`src/logic/asf_regs.svh`:
```
// Register offsets, field positions and op codes of the ALU flag block
`ifndef ASF_REGS_SVH
`define ASF_REGS_SVH

`define ASF_FLAGS_ADDR   12'hFD8
`define ASF_BIT_NEG      4
`define ASF_BIT_OVF      3
`define ASF_BIT_ZERO     2
`define ASF_BIT_DCY      1
`define ASF_BIT_CY       0
`define ASF_IMPL_MASK    8'h1F
`define ASF_MSB          7
`define ASF_NIB_MSB      3
`define ASF_NIB_HI       4
`define ASF_NIB_W        5
`define ASF_MASK_ARITH   5'h1F
`define ASF_MASK_LOGIC   5'h14
`define ASF_MASK_CLEAR   5'h04
`define ASF_MASK_ROT     5'h17

`define ASF_OP_NONE      5'h00
`define ASF_OP_ADD_W_TO_FILE     5'h01
`define ASF_OP_ADD_LITERAL     5'h02
`define ASF_OP_SUBTRACT_W_FROM_LITERAL     5'h03
`define ASF_OP_SUBTRACT_W_FROM_FILE     5'h04
`define ASF_OP_AND       5'h05
`define ASF_OP_IOR       5'h06
`define ASF_OP_XOR       5'h07
`define ASF_OP_CLEAR_FILE_OP      5'h08
`define ASF_OP_RRF       5'h09
`define ASF_OP_RLF       5'h0A
`define ASF_OP_BCF       5'h0B
`define ASF_OP_BSF       5'h0C
`define ASF_OP_SWAP_NIBBLES_OP     5'h0D
`define ASF_OP_MOVE_FILE_TO_FILE     5'h0E
`define ASF_OP_MOVE_W_TO_FILE     5'h0F
`define ASF_OP_MOVF      5'h10

`endif

```
`src/logic/asf_pkg.sv`:
```
// Types shared by the ALU flag block
package asf_pkg;
	typedef logic [4:0] asf_op_t;

	typedef struct packed {
		logic [7:0] a;
		logic [7:0] b;
		logic [2:0] bitsel;
	} asf_operands_t;

	typedef struct packed {
		logic neg;
		logic ovf;
		logic zero;
		logic dcy;
		logic cy;
	} asf_flags_t;
endpackage

```
`src/logic/asf_flag_store.sv`:
```
// Five-bit flag store with separate hardware and software write paths
`timescale 1ns/10ps
`include "asf_regs.svh"
module asf_flag_store (
	input  wire logic              clk,
	input  wire logic              nrst,
	input  wire logic [4:0]        hw_mask,
	input  asf_pkg::asf_flags_t    hw_flags,
	input  wire logic              sw_we,
	input  asf_pkg::asf_flags_t    sw_flags,
	output asf_pkg::asf_flags_t    flags_q
);
	import asf_pkg::*;

	typedef struct packed {
		asf_flags_t flags;
	} asf_store_t;

	asf_store_t st_q;
	asf_store_t st_d;

	// Hardware updates win over software writes per bit
	always_comb begin
		logic [4:0] cur;
		logic [4:0] nxt;
		cur = st_q.flags;
		nxt = cur;
		if (sw_we) begin
			nxt = sw_flags;
		end
		nxt = (nxt & ~hw_mask) | (hw_flags & hw_mask);
		st_d.flags = nxt;
	end

	// Flags are unknown at power-up; reset only clears them for determinism
	always_ff @(posedge clk or negedge nrst) begin
		if (!nrst) begin
			st_q <= '0;
		end else begin
			st_q <= st_d;
		end
	end

	assign flags_q = st_q.flags;
endmodule

```
`src/logic/asf_status_alu.sv`:
```
// ALU datapath with status flag register
`timescale 1ns/10ps
`include "asf_regs.svh"
// Operation
// - Flag register reads and writes like any data operand at its address.
// - Flag-affecting op targeting flag register: result write to flags blocked.
// - Clear targeting flag register sets zero only, other flags kept.
// - Bit clear, bit set, swap and moves other than MOVF leave all five flags alone unless aimed at the flag register.
// - Bits 7 to 5 read zero, writes ignored.
// - Negative flag follows result bit 7.
// - Overflow flag set when signed result sign is wrong.
// - Zero flag set when result is zero.
// - Digit carry from low nibble for the four add/sub ops.
// - Carry from bit 7 for the four add/sub ops.
// - Subtract adds two's complement; carries mean no borrow.
// - Rotates load digit carry from bit 3 or bit 4 of source.
// - Rotates load carry from bit 0 or bit 7 of source.
module asf_status_alu (
	input  wire logic           clk,
	input  wire logic           nrst,
	input  wire logic           exec,
	input  asf_pkg::asf_op_t    op,
	input  asf_pkg::asf_operands_t opnd,
	input  wire logic [11:0]    dest_addr,
	input  wire logic           dest_file,
	input  wire logic [11:0]    addr,
	input  wire logic [7:0]     wdata,
	input  wire logic           wr,
	input  wire logic           rd,
	output logic [7:0]          rdata,
	output logic [7:0]          result_q,
	output logic                result_vld_q,
	output asf_pkg::asf_flags_t flags_out_q
);
	import asf_pkg::*;

	// ---------------------------------------------------------------
	// Arithmetic helpers
	// ---------------------------------------------------------------
	function automatic logic [8:0] add9(input logic [7:0] x,
		input logic [7:0] y, input logic ci);
		add9 = {1'b0, x} + {1'b0, y} + {8'h00, ci};
	endfunction

	function automatic logic [4:0] add5(input logic [3:0] x,
		input logic [3:0] y, input logic ci);
		add5 = {1'b0, x} + {1'b0, y} + {4'h0, ci};
	endfunction

	function automatic logic is_addsub(input asf_op_t o);
		is_addsub = (o == `ASF_OP_ADD_W_TO_FILE) || (o == `ASF_OP_ADD_LITERAL) ||
			(o == `ASF_OP_SUBTRACT_W_FROM_LITERAL) || (o == `ASF_OP_SUBTRACT_W_FROM_FILE);
	endfunction

	function automatic logic is_sub(input asf_op_t o);
		is_sub = (o == `ASF_OP_SUBTRACT_W_FROM_LITERAL) || (o == `ASF_OP_SUBTRACT_W_FROM_FILE);
	endfunction

	// Logic ops touch only zero and negative
	function automatic logic is_logic(input asf_op_t o);
		is_logic = (o == `ASF_OP_AND) || (o == `ASF_OP_IOR) ||
			(o == `ASF_OP_XOR) || (o == `ASF_OP_MOVF);
	endfunction

	typedef struct packed {
		logic [7:0] result;
		logic       result_vld;
		logic [7:0] rdata;
		asf_flags_t flags_out;
	} asf_state_t;

	asf_state_t s_q;
	asf_state_t s_d;
	asf_flags_t flags_q;
	logic [4:0] hw_mask;
	asf_flags_t hw_flags;
	logic       sw_we;
	asf_flags_t sw_flags;
	logic [7:0] res;
	logic [7:0] xa;
	logic [7:0] yb;
	logic [8:0] sum;
	logic [4:0] nib;
	logic       to_flags;

	// ---------------------------------------------------------------
	// Result and flag computation
	// ---------------------------------------------------------------
	always_comb begin
		xa = opnd.a;
		yb = opnd.b;
		res = opnd.a;
		hw_mask = 5'h00;
		hw_flags = '0;
		// Subtract by adding the inverted operand plus one
		if (is_sub(op)) begin
			yb = ~opnd.b;
		end
		sum = add9(xa, yb, is_sub(op));
		nib = add5(xa[`ASF_NIB_MSB:0], yb[`ASF_NIB_MSB:0],
			is_sub(op));
		if (exec) begin
			if (is_addsub(op)) begin
				res = sum[7:0];
				hw_mask = `ASF_MASK_ARITH;
				hw_flags.cy = sum[8];
				hw_flags.dcy = nib[`ASF_NIB_HI];
				hw_flags.ovf = (xa[`ASF_MSB] == yb[`ASF_MSB]) &&
					(res[`ASF_MSB] != xa[`ASF_MSB]);
			end else if (is_logic(op)) begin
				res = (op == `ASF_OP_AND) ? (xa & opnd.b) :
					(op == `ASF_OP_IOR) ? (xa | opnd.b) :
					(op == `ASF_OP_XOR) ? (xa ^ opnd.b) : xa;
				hw_mask = `ASF_MASK_LOGIC;
			end else if (op == `ASF_OP_CLEAR_FILE_OP) begin
				res = 8'h00;
				hw_mask = `ASF_MASK_CLEAR;
			end else if (op == `ASF_OP_RRF) begin
				res = {xa[0], xa[`ASF_MSB:1]};
				hw_mask = `ASF_MASK_ROT;
				hw_flags.cy = xa[0];
				hw_flags.dcy = xa[`ASF_NIB_HI];
			end else if (op == `ASF_OP_RLF) begin
				res = {xa[6:0], xa[`ASF_MSB]};
				hw_mask = `ASF_MASK_ROT;
				hw_flags.cy = xa[`ASF_MSB];
				hw_flags.dcy = xa[`ASF_NIB_MSB];
			end else if (op == `ASF_OP_BCF) begin
				res = xa & ~(8'h01 << opnd.bitsel);
			end else if (op == `ASF_OP_BSF) begin
				res = xa | (8'h01 << opnd.bitsel);
			end else if (op == `ASF_OP_SWAP_NIBBLES_OP) begin
				res = {xa[3:0], xa[7:4]};
			end
			hw_flags.neg = res[`ASF_MSB];
			hw_flags.zero = (res == 8'h00);
		end
	end

	// ---------------------------------------------------------------
	// Flag register write paths
	// ---------------------------------------------------------------
	always_comb begin
		to_flags = exec && dest_file && (dest_addr == `ASF_FLAGS_ADDR);
		sw_we = 1'b0;
		sw_flags = flags_q;
		if (wr && addr == `ASF_FLAGS_ADDR) begin
			sw_we = 1'b1;
			sw_flags = wdata[4:0];
		end else if (to_flags && hw_mask == '0) begin
			// An op that affects no flag, aimed here, writes its result's low five bits to the flags
			sw_we = 1'b1;
			sw_flags = res[4:0];
		end
	end

	asf_flag_store u_store (
		.clk      (clk),
		.nrst     (nrst),
		.hw_mask  (hw_mask),
		.hw_flags (hw_flags),
		.sw_we    (sw_we),
		.sw_flags (sw_flags),
		.flags_q  (flags_q)
	);

	// ---------------------------------------------------------------
	// Output registers
	// ---------------------------------------------------------------
	always_comb begin
		s_d = s_q;
		s_d.result = exec ? res : s_q.result;
		s_d.result_vld = exec;
		s_d.rdata = 8'h00;
		if (rd && addr == `ASF_FLAGS_ADDR) begin
			s_d.rdata = {3'b000, flags_q} & `ASF_IMPL_MASK;
		end
		s_d.flags_out = flags_q;
	end

	always_ff @(posedge clk or negedge nrst) begin
		if (!nrst) begin
			s_q <= '0;
		end else begin
			s_q <= s_d;
		end
	end

	assign rdata = s_q.rdata;
	assign result_q = s_q.result;
	assign result_vld_q = s_q.result_vld;
	assign flags_out_q = s_q.flags_out;
endmodule

```
`config.mk`:
```
export PLATFORM = sky130hd
export DESIGN_NAME = asf_status_alu
export DESIGN_NICKNAME = d
export VERILOG_FILES = /design/src/logic/asf_pkg.sv /design/src/logic/asf_flag_store.sv /design/src/logic/asf_status_alu.sv
export VERILOG_INCLUDE_DIRS = /design/src /design/src/logic
export SDC_FILE = /design/constraint.sdc
export NUM_CORES = 1
export LEC_CHECK = 0
export ABC_AREA = 1
export ABC_CLOCK_PERIOD_IN_PS = 1100
export BUFFER_PORTS_ARGS = -buffer_cell sky130_fd_sc_hd__buf_2
export CAP_MARGIN = 20
export CORE_MARGIN = 5
export CORE_UTILIZATION = 45
export DETAILED_ROUTE_END_ITERATION = 16
export PLACE_DENSITY_LB_ADDON = 0.2
export SKIP_CTS_REPAIR_TIMING = 1
export SLEW_MARGIN = 20
export SYNTH_ARGS = -nofsm -noshare
export SYNTH_HDL_FRONTEND = slang
export SYNTH_SLANG_ARGS = --single-unit
```
`constraint.sdc`:
```
create_clock -name clk -period 1.1 [get_ports clk]
set_clock_uncertainty 0.15 [all_clocks]
set_input_delay 0.165 -clock clk [delete_from_list [all_inputs] [get_ports clk]]
set_output_delay 0.165 -clock clk [all_outputs]
set_load 0.01 [all_outputs]
```
==> impl_metrics.tcl, run 1 <==
set metrics [dict create \
    ant_nets 0 \
    grt_overflow 0 \
    syn_area_per_cell_um2 6.187 \
    synth_fa_ha_area_share_pct 10.55 \
    ys_types 42 \
    p_int_uw 2469 \
    rows 30 \
    placed_area_um2 4578 \
    rsz0062_at_grt "true" \
    finalInstanceArea_um2 5169 \
    clkLatencyLatePin_ns 0.27 \
    cp_top_family "simple AND/OR/NAND/NOR gates" \
    required_ns 1.17 \
    multi_input_area_um2 2600 \
    ir_drop_uv 482.7 \
    synth_top_family_by_area "simple AND/OR/NAND/NOR gates" \
    grt_pass1_wl_mm 16.93 \
    worst_pin_slew_ns 0.5346 \
    period_share_pct 210.7 \
    reg2reg_slack_ns 0.07 \
    violations "setup timing" \
    synth_xor_area_share_pct 2.498 \
    total_power_uw 3929 \
    worst_slack_ns -1.217 \
    grt_pass1_vias 3729 \
    maxCapViolCount 0 \
    status "complete, but fails checks" \
    p_switching_uw 1460 \
    end_kind "register" \
    post_drt_wl_per_cell_um 14.36 \
    drive_gt1_share_pct 46.28 \
    synth_async_sr_flop_share_pct 100.0 \
    yosysWarnings 0 \
    nets 802 \
    dieArea_um2 8787 \
    die_h_um 93.74 \
    synthesis.area_um2 3156 \
    seqCellArea_um2 600.6 \
    n_antenna_cell 0 \
    drv_slew 0 \
    powerDensity_nw_per_um2 760.1 \
    synth_edf_count 0 \
    core_area_um2 6794 \
    cts-htree-levels 1 \
    cts_root_buffer "clkbuf_8" \
    synth_simple_gate_area_share_pct 44.17 \
    synth-seq-area-share_pct 19.03 \
    gp_congestion 0.9599 \
    vias_per_cell 5.136 \
    drtPass1Iterations 6 \
    io_buffers 77 \
    initial_core_util_pct 46.45 \
    wl_mm 11.62 \
    ff2ff_path_depth 4 \
    p_leak_uw 0.002883 \
    pwr-share-seq_pct 27.2 \
    syn_to_final_growth_pct 63.80 \
    vias 4155 \
    slowest_delay_ns 0.29 \
    first_iter_violations 336 \
    clock_path_buffers 2 \
    hp-class "input pin to register" \
    top_level_ports 84 \
    drc_errors 0 \
    max_freq_mhz 431.5 \
    grt_start_max_net_pins 25 \
    cp_num_buf_inv 5 \
    dp_hpwl_mm 8.905 \
    syn-instance-count 510 \
    path_cells "buf_12, inv_16, nand3_4, inv_4, nand2_4, nand2_8, xor2_1, inv_1, ha_4, nand2_2, nand2_2, inv_2, nor3_4, a211oi_4, nand2_4, nand2_2, nand3_2, nand2_4, nand2_1, nor2_1, nand3_1, nand2_1" \
    cts_sinks 24 \
    cp.arrival_ns 2.39 \
    crit_type "input pin to register" \
    p_comb_share_pct 52.7 \
    cp-start-kind "input pin" \
    p_clk_share_pct 20.0 \
    startpoint "op[4]" \
    ys_dominant_reg_cell "dfrtp_1" \
    hold_viol_final 0 \
    fillers 503 \
    max_slew_margin_pct 64.36 \
    path_max_fanout 7 \
    antenna_found_initial 0 \
    p_sw_share_pct 37.16 \
    synth_compound_area_share_pct 11.58 \
    clkTransAtPathRegs_ns 0.09 \
    ys_ff_latch 24 \
    cts_made_buffers 3 \
    worst-path-stages 22 \
    gr-usage-all-layers_pct 23.68 \
    setup_viol 21 \
    die-width_um 93.74 \
    cts_tree "built" \
    synthMuxAreaShare_pct 0 \
    critPathSlowestCell "a211oi_4" \
    finalCriticalPeriod_ns 2.317 \
]
[stage by stage]
step                TNS, ns  hold slack, ns  instances  setup WS [ns]  utilization (%)
finish               -12.19         0.05221        809         -1.217            76.08
global route         -13.52         0.06021        809         -1.309            76.08
CTS                  -13.05         -0.2721        791         -1.223            68.43
detailed placement   -17.56         0.02196        787         -1.503            67.38
global placement     -16.08         0.01033        787         -1.388            67.38
floorplan            -10.40         -0.2806        512         -1.056                -
[cell type report]
type | count | share of cell area [%]
Timing Repair Buffer | 209 | 28.42
Clock buffer | 3 | 0.7988
Multi-Input combinational cell | 401 | 50.30
Clock inverter | 1 | 0.5810
Tap cell | 96 | 2.324
Sequential cell | 24 | 11.62
Inverter | 75 | 5.955
[tightest hold or removal path, cell delays in order]
cell	delay, ns
buf_2	0.08
nand2_1	0.04
nand2_1	0.06
nand2_1	0.05
nand2_1	0.05
[worst min path at each step]
stage,start,to,slack (ns),cells past startpoint
floorplan,nrst,async pin,-0.28,0
global placement,nrst,flags_out_q[2]$_DFF_PN0_,0.01,1
detailed placement,nrst,result_q[1]$_DFFE_PN0P_,0.02,1
CTS,nrst,result_q[1]$_DFFE_PN0P_,-0.27,1
global route,wdata[0],register,0.06,5
finish,wdata[0],register,0.05,5
[synth_stat cells (2+ instances only)]
cell type  count  area, µm²
nand2_1      149      559.3
inv_1         65      244.0
nand3_1       58      290.3
nor2_1        42      157.7
a21oi_1       26      130.1
ha_1          25      312.8
dfrtp_1       24      600.6
o21ai_0       14      70.07
nand4_1        9      56.30
inv_2          8      30.03
o21ai_1        8      40.04
xor2_1         8      70.07
nand2_2        7      43.79
nor4_1         6      37.54
buf_6          5      56.30
nor2_2         5      31.28
nor3_1         5      25.02
o211ai_2       5      62.56
or2_2          5      31.28
nor2_4         4      45.04
buf_4          3      22.52
nand2_4        3      33.78
a211oi_1       2      15.01
buf_2          2      10.01
clkbuf_1       2      7.510
nand3_2        2      20.02
o21ai_2        2      17.52
or2_0          2      12.51
[kinds of logic (layout without fill, tap and decap cells)]
| group | after synthesis | in the layout |
|---|---|---|
| fa+ha+maj | 26 | 26 |
| xor+xnor | 9 | 9 |
| buf+inv | 87 | 288 |
| other cells | 1 | 3 |
| simple gates | 302 | 302 |
| compound gates | 61 | 61 |
| flops | 24 | 24 |
[per-layer routing]
layer / track usage (%) / routed length, µm / up-vias
li1: - / - / 2047
met4: 7.581 / 413 / 0
met5: 0 / 0 / -
met2: 39.62 / 5566 / 186
met1: 32.25 / 4746 / 1882
met3: 1.763 / 890 / 40
[power groups by stage]
| stage | clock network [µW] | registers [µW] | logic, µW |
|---|---|---|---|
| 2_1_floorplan | 0 | 1120 | 802 |
| 3_3_place_gp | 0 | 1080 | 1600 |
| 3_5_place_dp | 0 | 1090 | 1640 |
| 4_1_cts | 789 | 1070 | 1650 |
| 5_1_grt | 836 | 1080 | 2250 |
| 6_report | 786 | 1070 | 2070 |
[layout by cell type (no fill, tap or decap), drive strengths merged, types with 2 or more instances in the layout]
cell type,instances
nand4,9
nand2,159
clkbuf,3
conb,3
or2,8
o21ai,24
a21oi,27
inv,74
ha,25
a211oi,2
dfrtp,24
xor2,8
o211ai,6
nor4,6
buf,208
nand3,60
nor3,6
nor2,52
Power figures use the tool's default switching activity.
==> inputs of run 2 (changes only) <==
MAX_ROUTING_LAYER = met4   (was default)
==> run 2 against run 1 <==
Against the previous run:
- the flow still finishes with violations (setup timing)
- combinational power shrank 8%
- worst setup slack gained 0.12 ns
- critical path depth shrank 3
- clock power shrank 3.1%
- worst hold slack lost 0.0017 ns
- wire length shrank 3.9%
- maximum frequency grew 5.4%
- total power shrank 5.0%
- sequential cell count is the same
- non-clock buffer count shrank 5
- global-route usage grew 1.1 points
- largest cell class unchanged
==> impl_metrics.tcl, run 2 (synthesis results as in run 1) <==
set metrics [dict create \
    wirelength_met1_mm 4.528 \
    syn_to_final_growth_pct 57.41 \
    io_buffers 77 \
    cts_root_buffer "clkbuf_8" \
    first_iter_violations 268 \
    powerDensity_nw_per_um2 751.6 \
    hp-class "input pin to register" \
    antenna_found_initial 0 \
    maxCapViolCount 0 \
    pre_cts_slack_ns -1.509 \
    required_ns 1.14 \
    rows 30 \
    critPathSlowestCell "ha_4" \
    vias_per_cell 5.142 \
    drive_gt1_share_pct 42.66 \
    clkTransAtPathRegs_ns 0.08 \
    tns_ns -11.27 \
    violations "setup timing" \
    grt_overflow 0 \
    ff2ff_path_depth 4 \
    crit_type "input pin to register" \
    top_level_ports 84 \
    dieArea_um2 8787 \
    post_drt_wl_per_cell_um 13.89 \
    hold_path_depth 5 \
    initial_core_util_pct 46.45 \
    p_leak_uw 0.002810 \
    end_kind "register" \
    die_h_um 93.74 \
    cp.arrival_ns 2.24 \
    cts_tree "built" \
    die-width_um 93.74 \
    setup_viol 17 \
    fillers 535 \
    gp_congestion 0.9639 \
    cp-start-kind "input pin" \
    rsz0062_at_grt "true" \
    cts_made_buffers 3 \
    grt_start_max_net_pins 25 \
    max_slew_margin_pct 65.76 \
    route.met2.wl_mm 5.415 \
    ir_drop_uv 649.4 \
    hold_viol_final 0 \
    clkLatencyLatePin_ns 0.26 \
    clock_path_buffers 2 \
    finalCriticalPeriod_ns 2.198 \
    slowest_delay_ns 0.27 \
    cts_sinks 24 \
    grt_pass1_wl_mm 17.39 \
    status "complete, but fails checks" \
    drtPass1Iterations 5 \
    ant_nets 0 \
    cts-htree-levels 1 \
    dp_hpwl_mm 8.844 \
    worst_pin_slew_ns 0.5136 \
    highest_layer "met4" \
    layout_common_cells "nand2_1, buf_4, buf_2" \
    layout_commonest_cell "nand2_1" \
    max_freq_mhz 454.9 \
    worstHoldStart "wdata[0]" \
    path_cells "buf_6, inv_2, nand3_4, inv_4, nand2_4, nand2_8, xor2_1, inv_2, ha_4, nand2_1, nand3b_1, nand2_2, nand2_1, nand2_1, nand2_1, nand3_2, nand2_4, buf_4, o21ai_2" \
    worst_slack_ns -1.098 \
    wl_met3_um 975 \
    period_share_pct 199.8 \
    drv_slew 0 \
    n_antenna_cell 0 \
    drc_errors 0 \
    cpMostUsedCell "nand2_1" \
    vias 4134 \
    core_area_um2 6794 \
    grt_pass1_vias 3859 \
    nets 797 \
    path_max_fanout 7 \
    gr-usage-all-layers_pct 24.74 \
    wl_mm 11.17 \
    reg2reg_slack_ns 0.12 \
]
run 2: routing by layer:
layer,track usage [%],up-vias
li1,-,2030
met1,32.12,1846
met2,41.16,225
met3,3.365,33
met4,5.295,0
met5,-,-
run 2: per-stage QoR:
stage                     util, %  total power (µW)  cells  instance area [µm²]  hold slack, ns
after floorplan                 -              1926    512                 3288         -0.2806
after global placement      67.27              2680    786                 4571         0.01239
after detailed placement    67.27              2728    786                 4571         0.01684
after CTS                   68.32              3497    790                 4642         -0.2718
after global routing        73.11              3978    804                 4967         0.05734
final                       73.11              3733    804                 4967         0.05054
run 2: worst max-delay path: cells and delay by family:
kind                       cells  cell delay [ns]
adders and majority gates      1             0.27
xor gates and xnor gates       1             0.17
and+or+nand+nor               11             1.04
AOI/OAI and AO/OA              1             0.14
buffers and inverters          5             0.44
run 2: final cells by class:
class	count	area (µm²)	area share, %
Clock buffer	3	41.29	0.8312
Sequential cell	24	600.6	12.09
Timing Repair Buffer	204	1400	28.19
Inverter	75	305.3	6.146
Tap cell	96	120.1	2.418
Multi-Input combinational cell	401	2470	49.72
Clock inverter	1	30.03	0.6045
run 2: where the power goes:
group,internal (µW),switching [µW],total [µW]
Combinational,885,1020,1900
Clock,486,275,762
Sequential,1010,62.8,1070
Total,2380,1360,3730
run 2: worst max path at each step:
stage                                          to  slack [ns]  startpoint
final                     result_q[7]$_DFFE_PN0P_       -1.10       op[3]
after detailed placement                 register       -1.51       op[1]
after global routing                     register       -1.23       op[3]
after global placement                   register       -1.38       op[4]
after CTS                 result_q[7]$_DFFE_PN0P_       -1.23       op[1]
after floorplan                          register       -1.06       op[4]
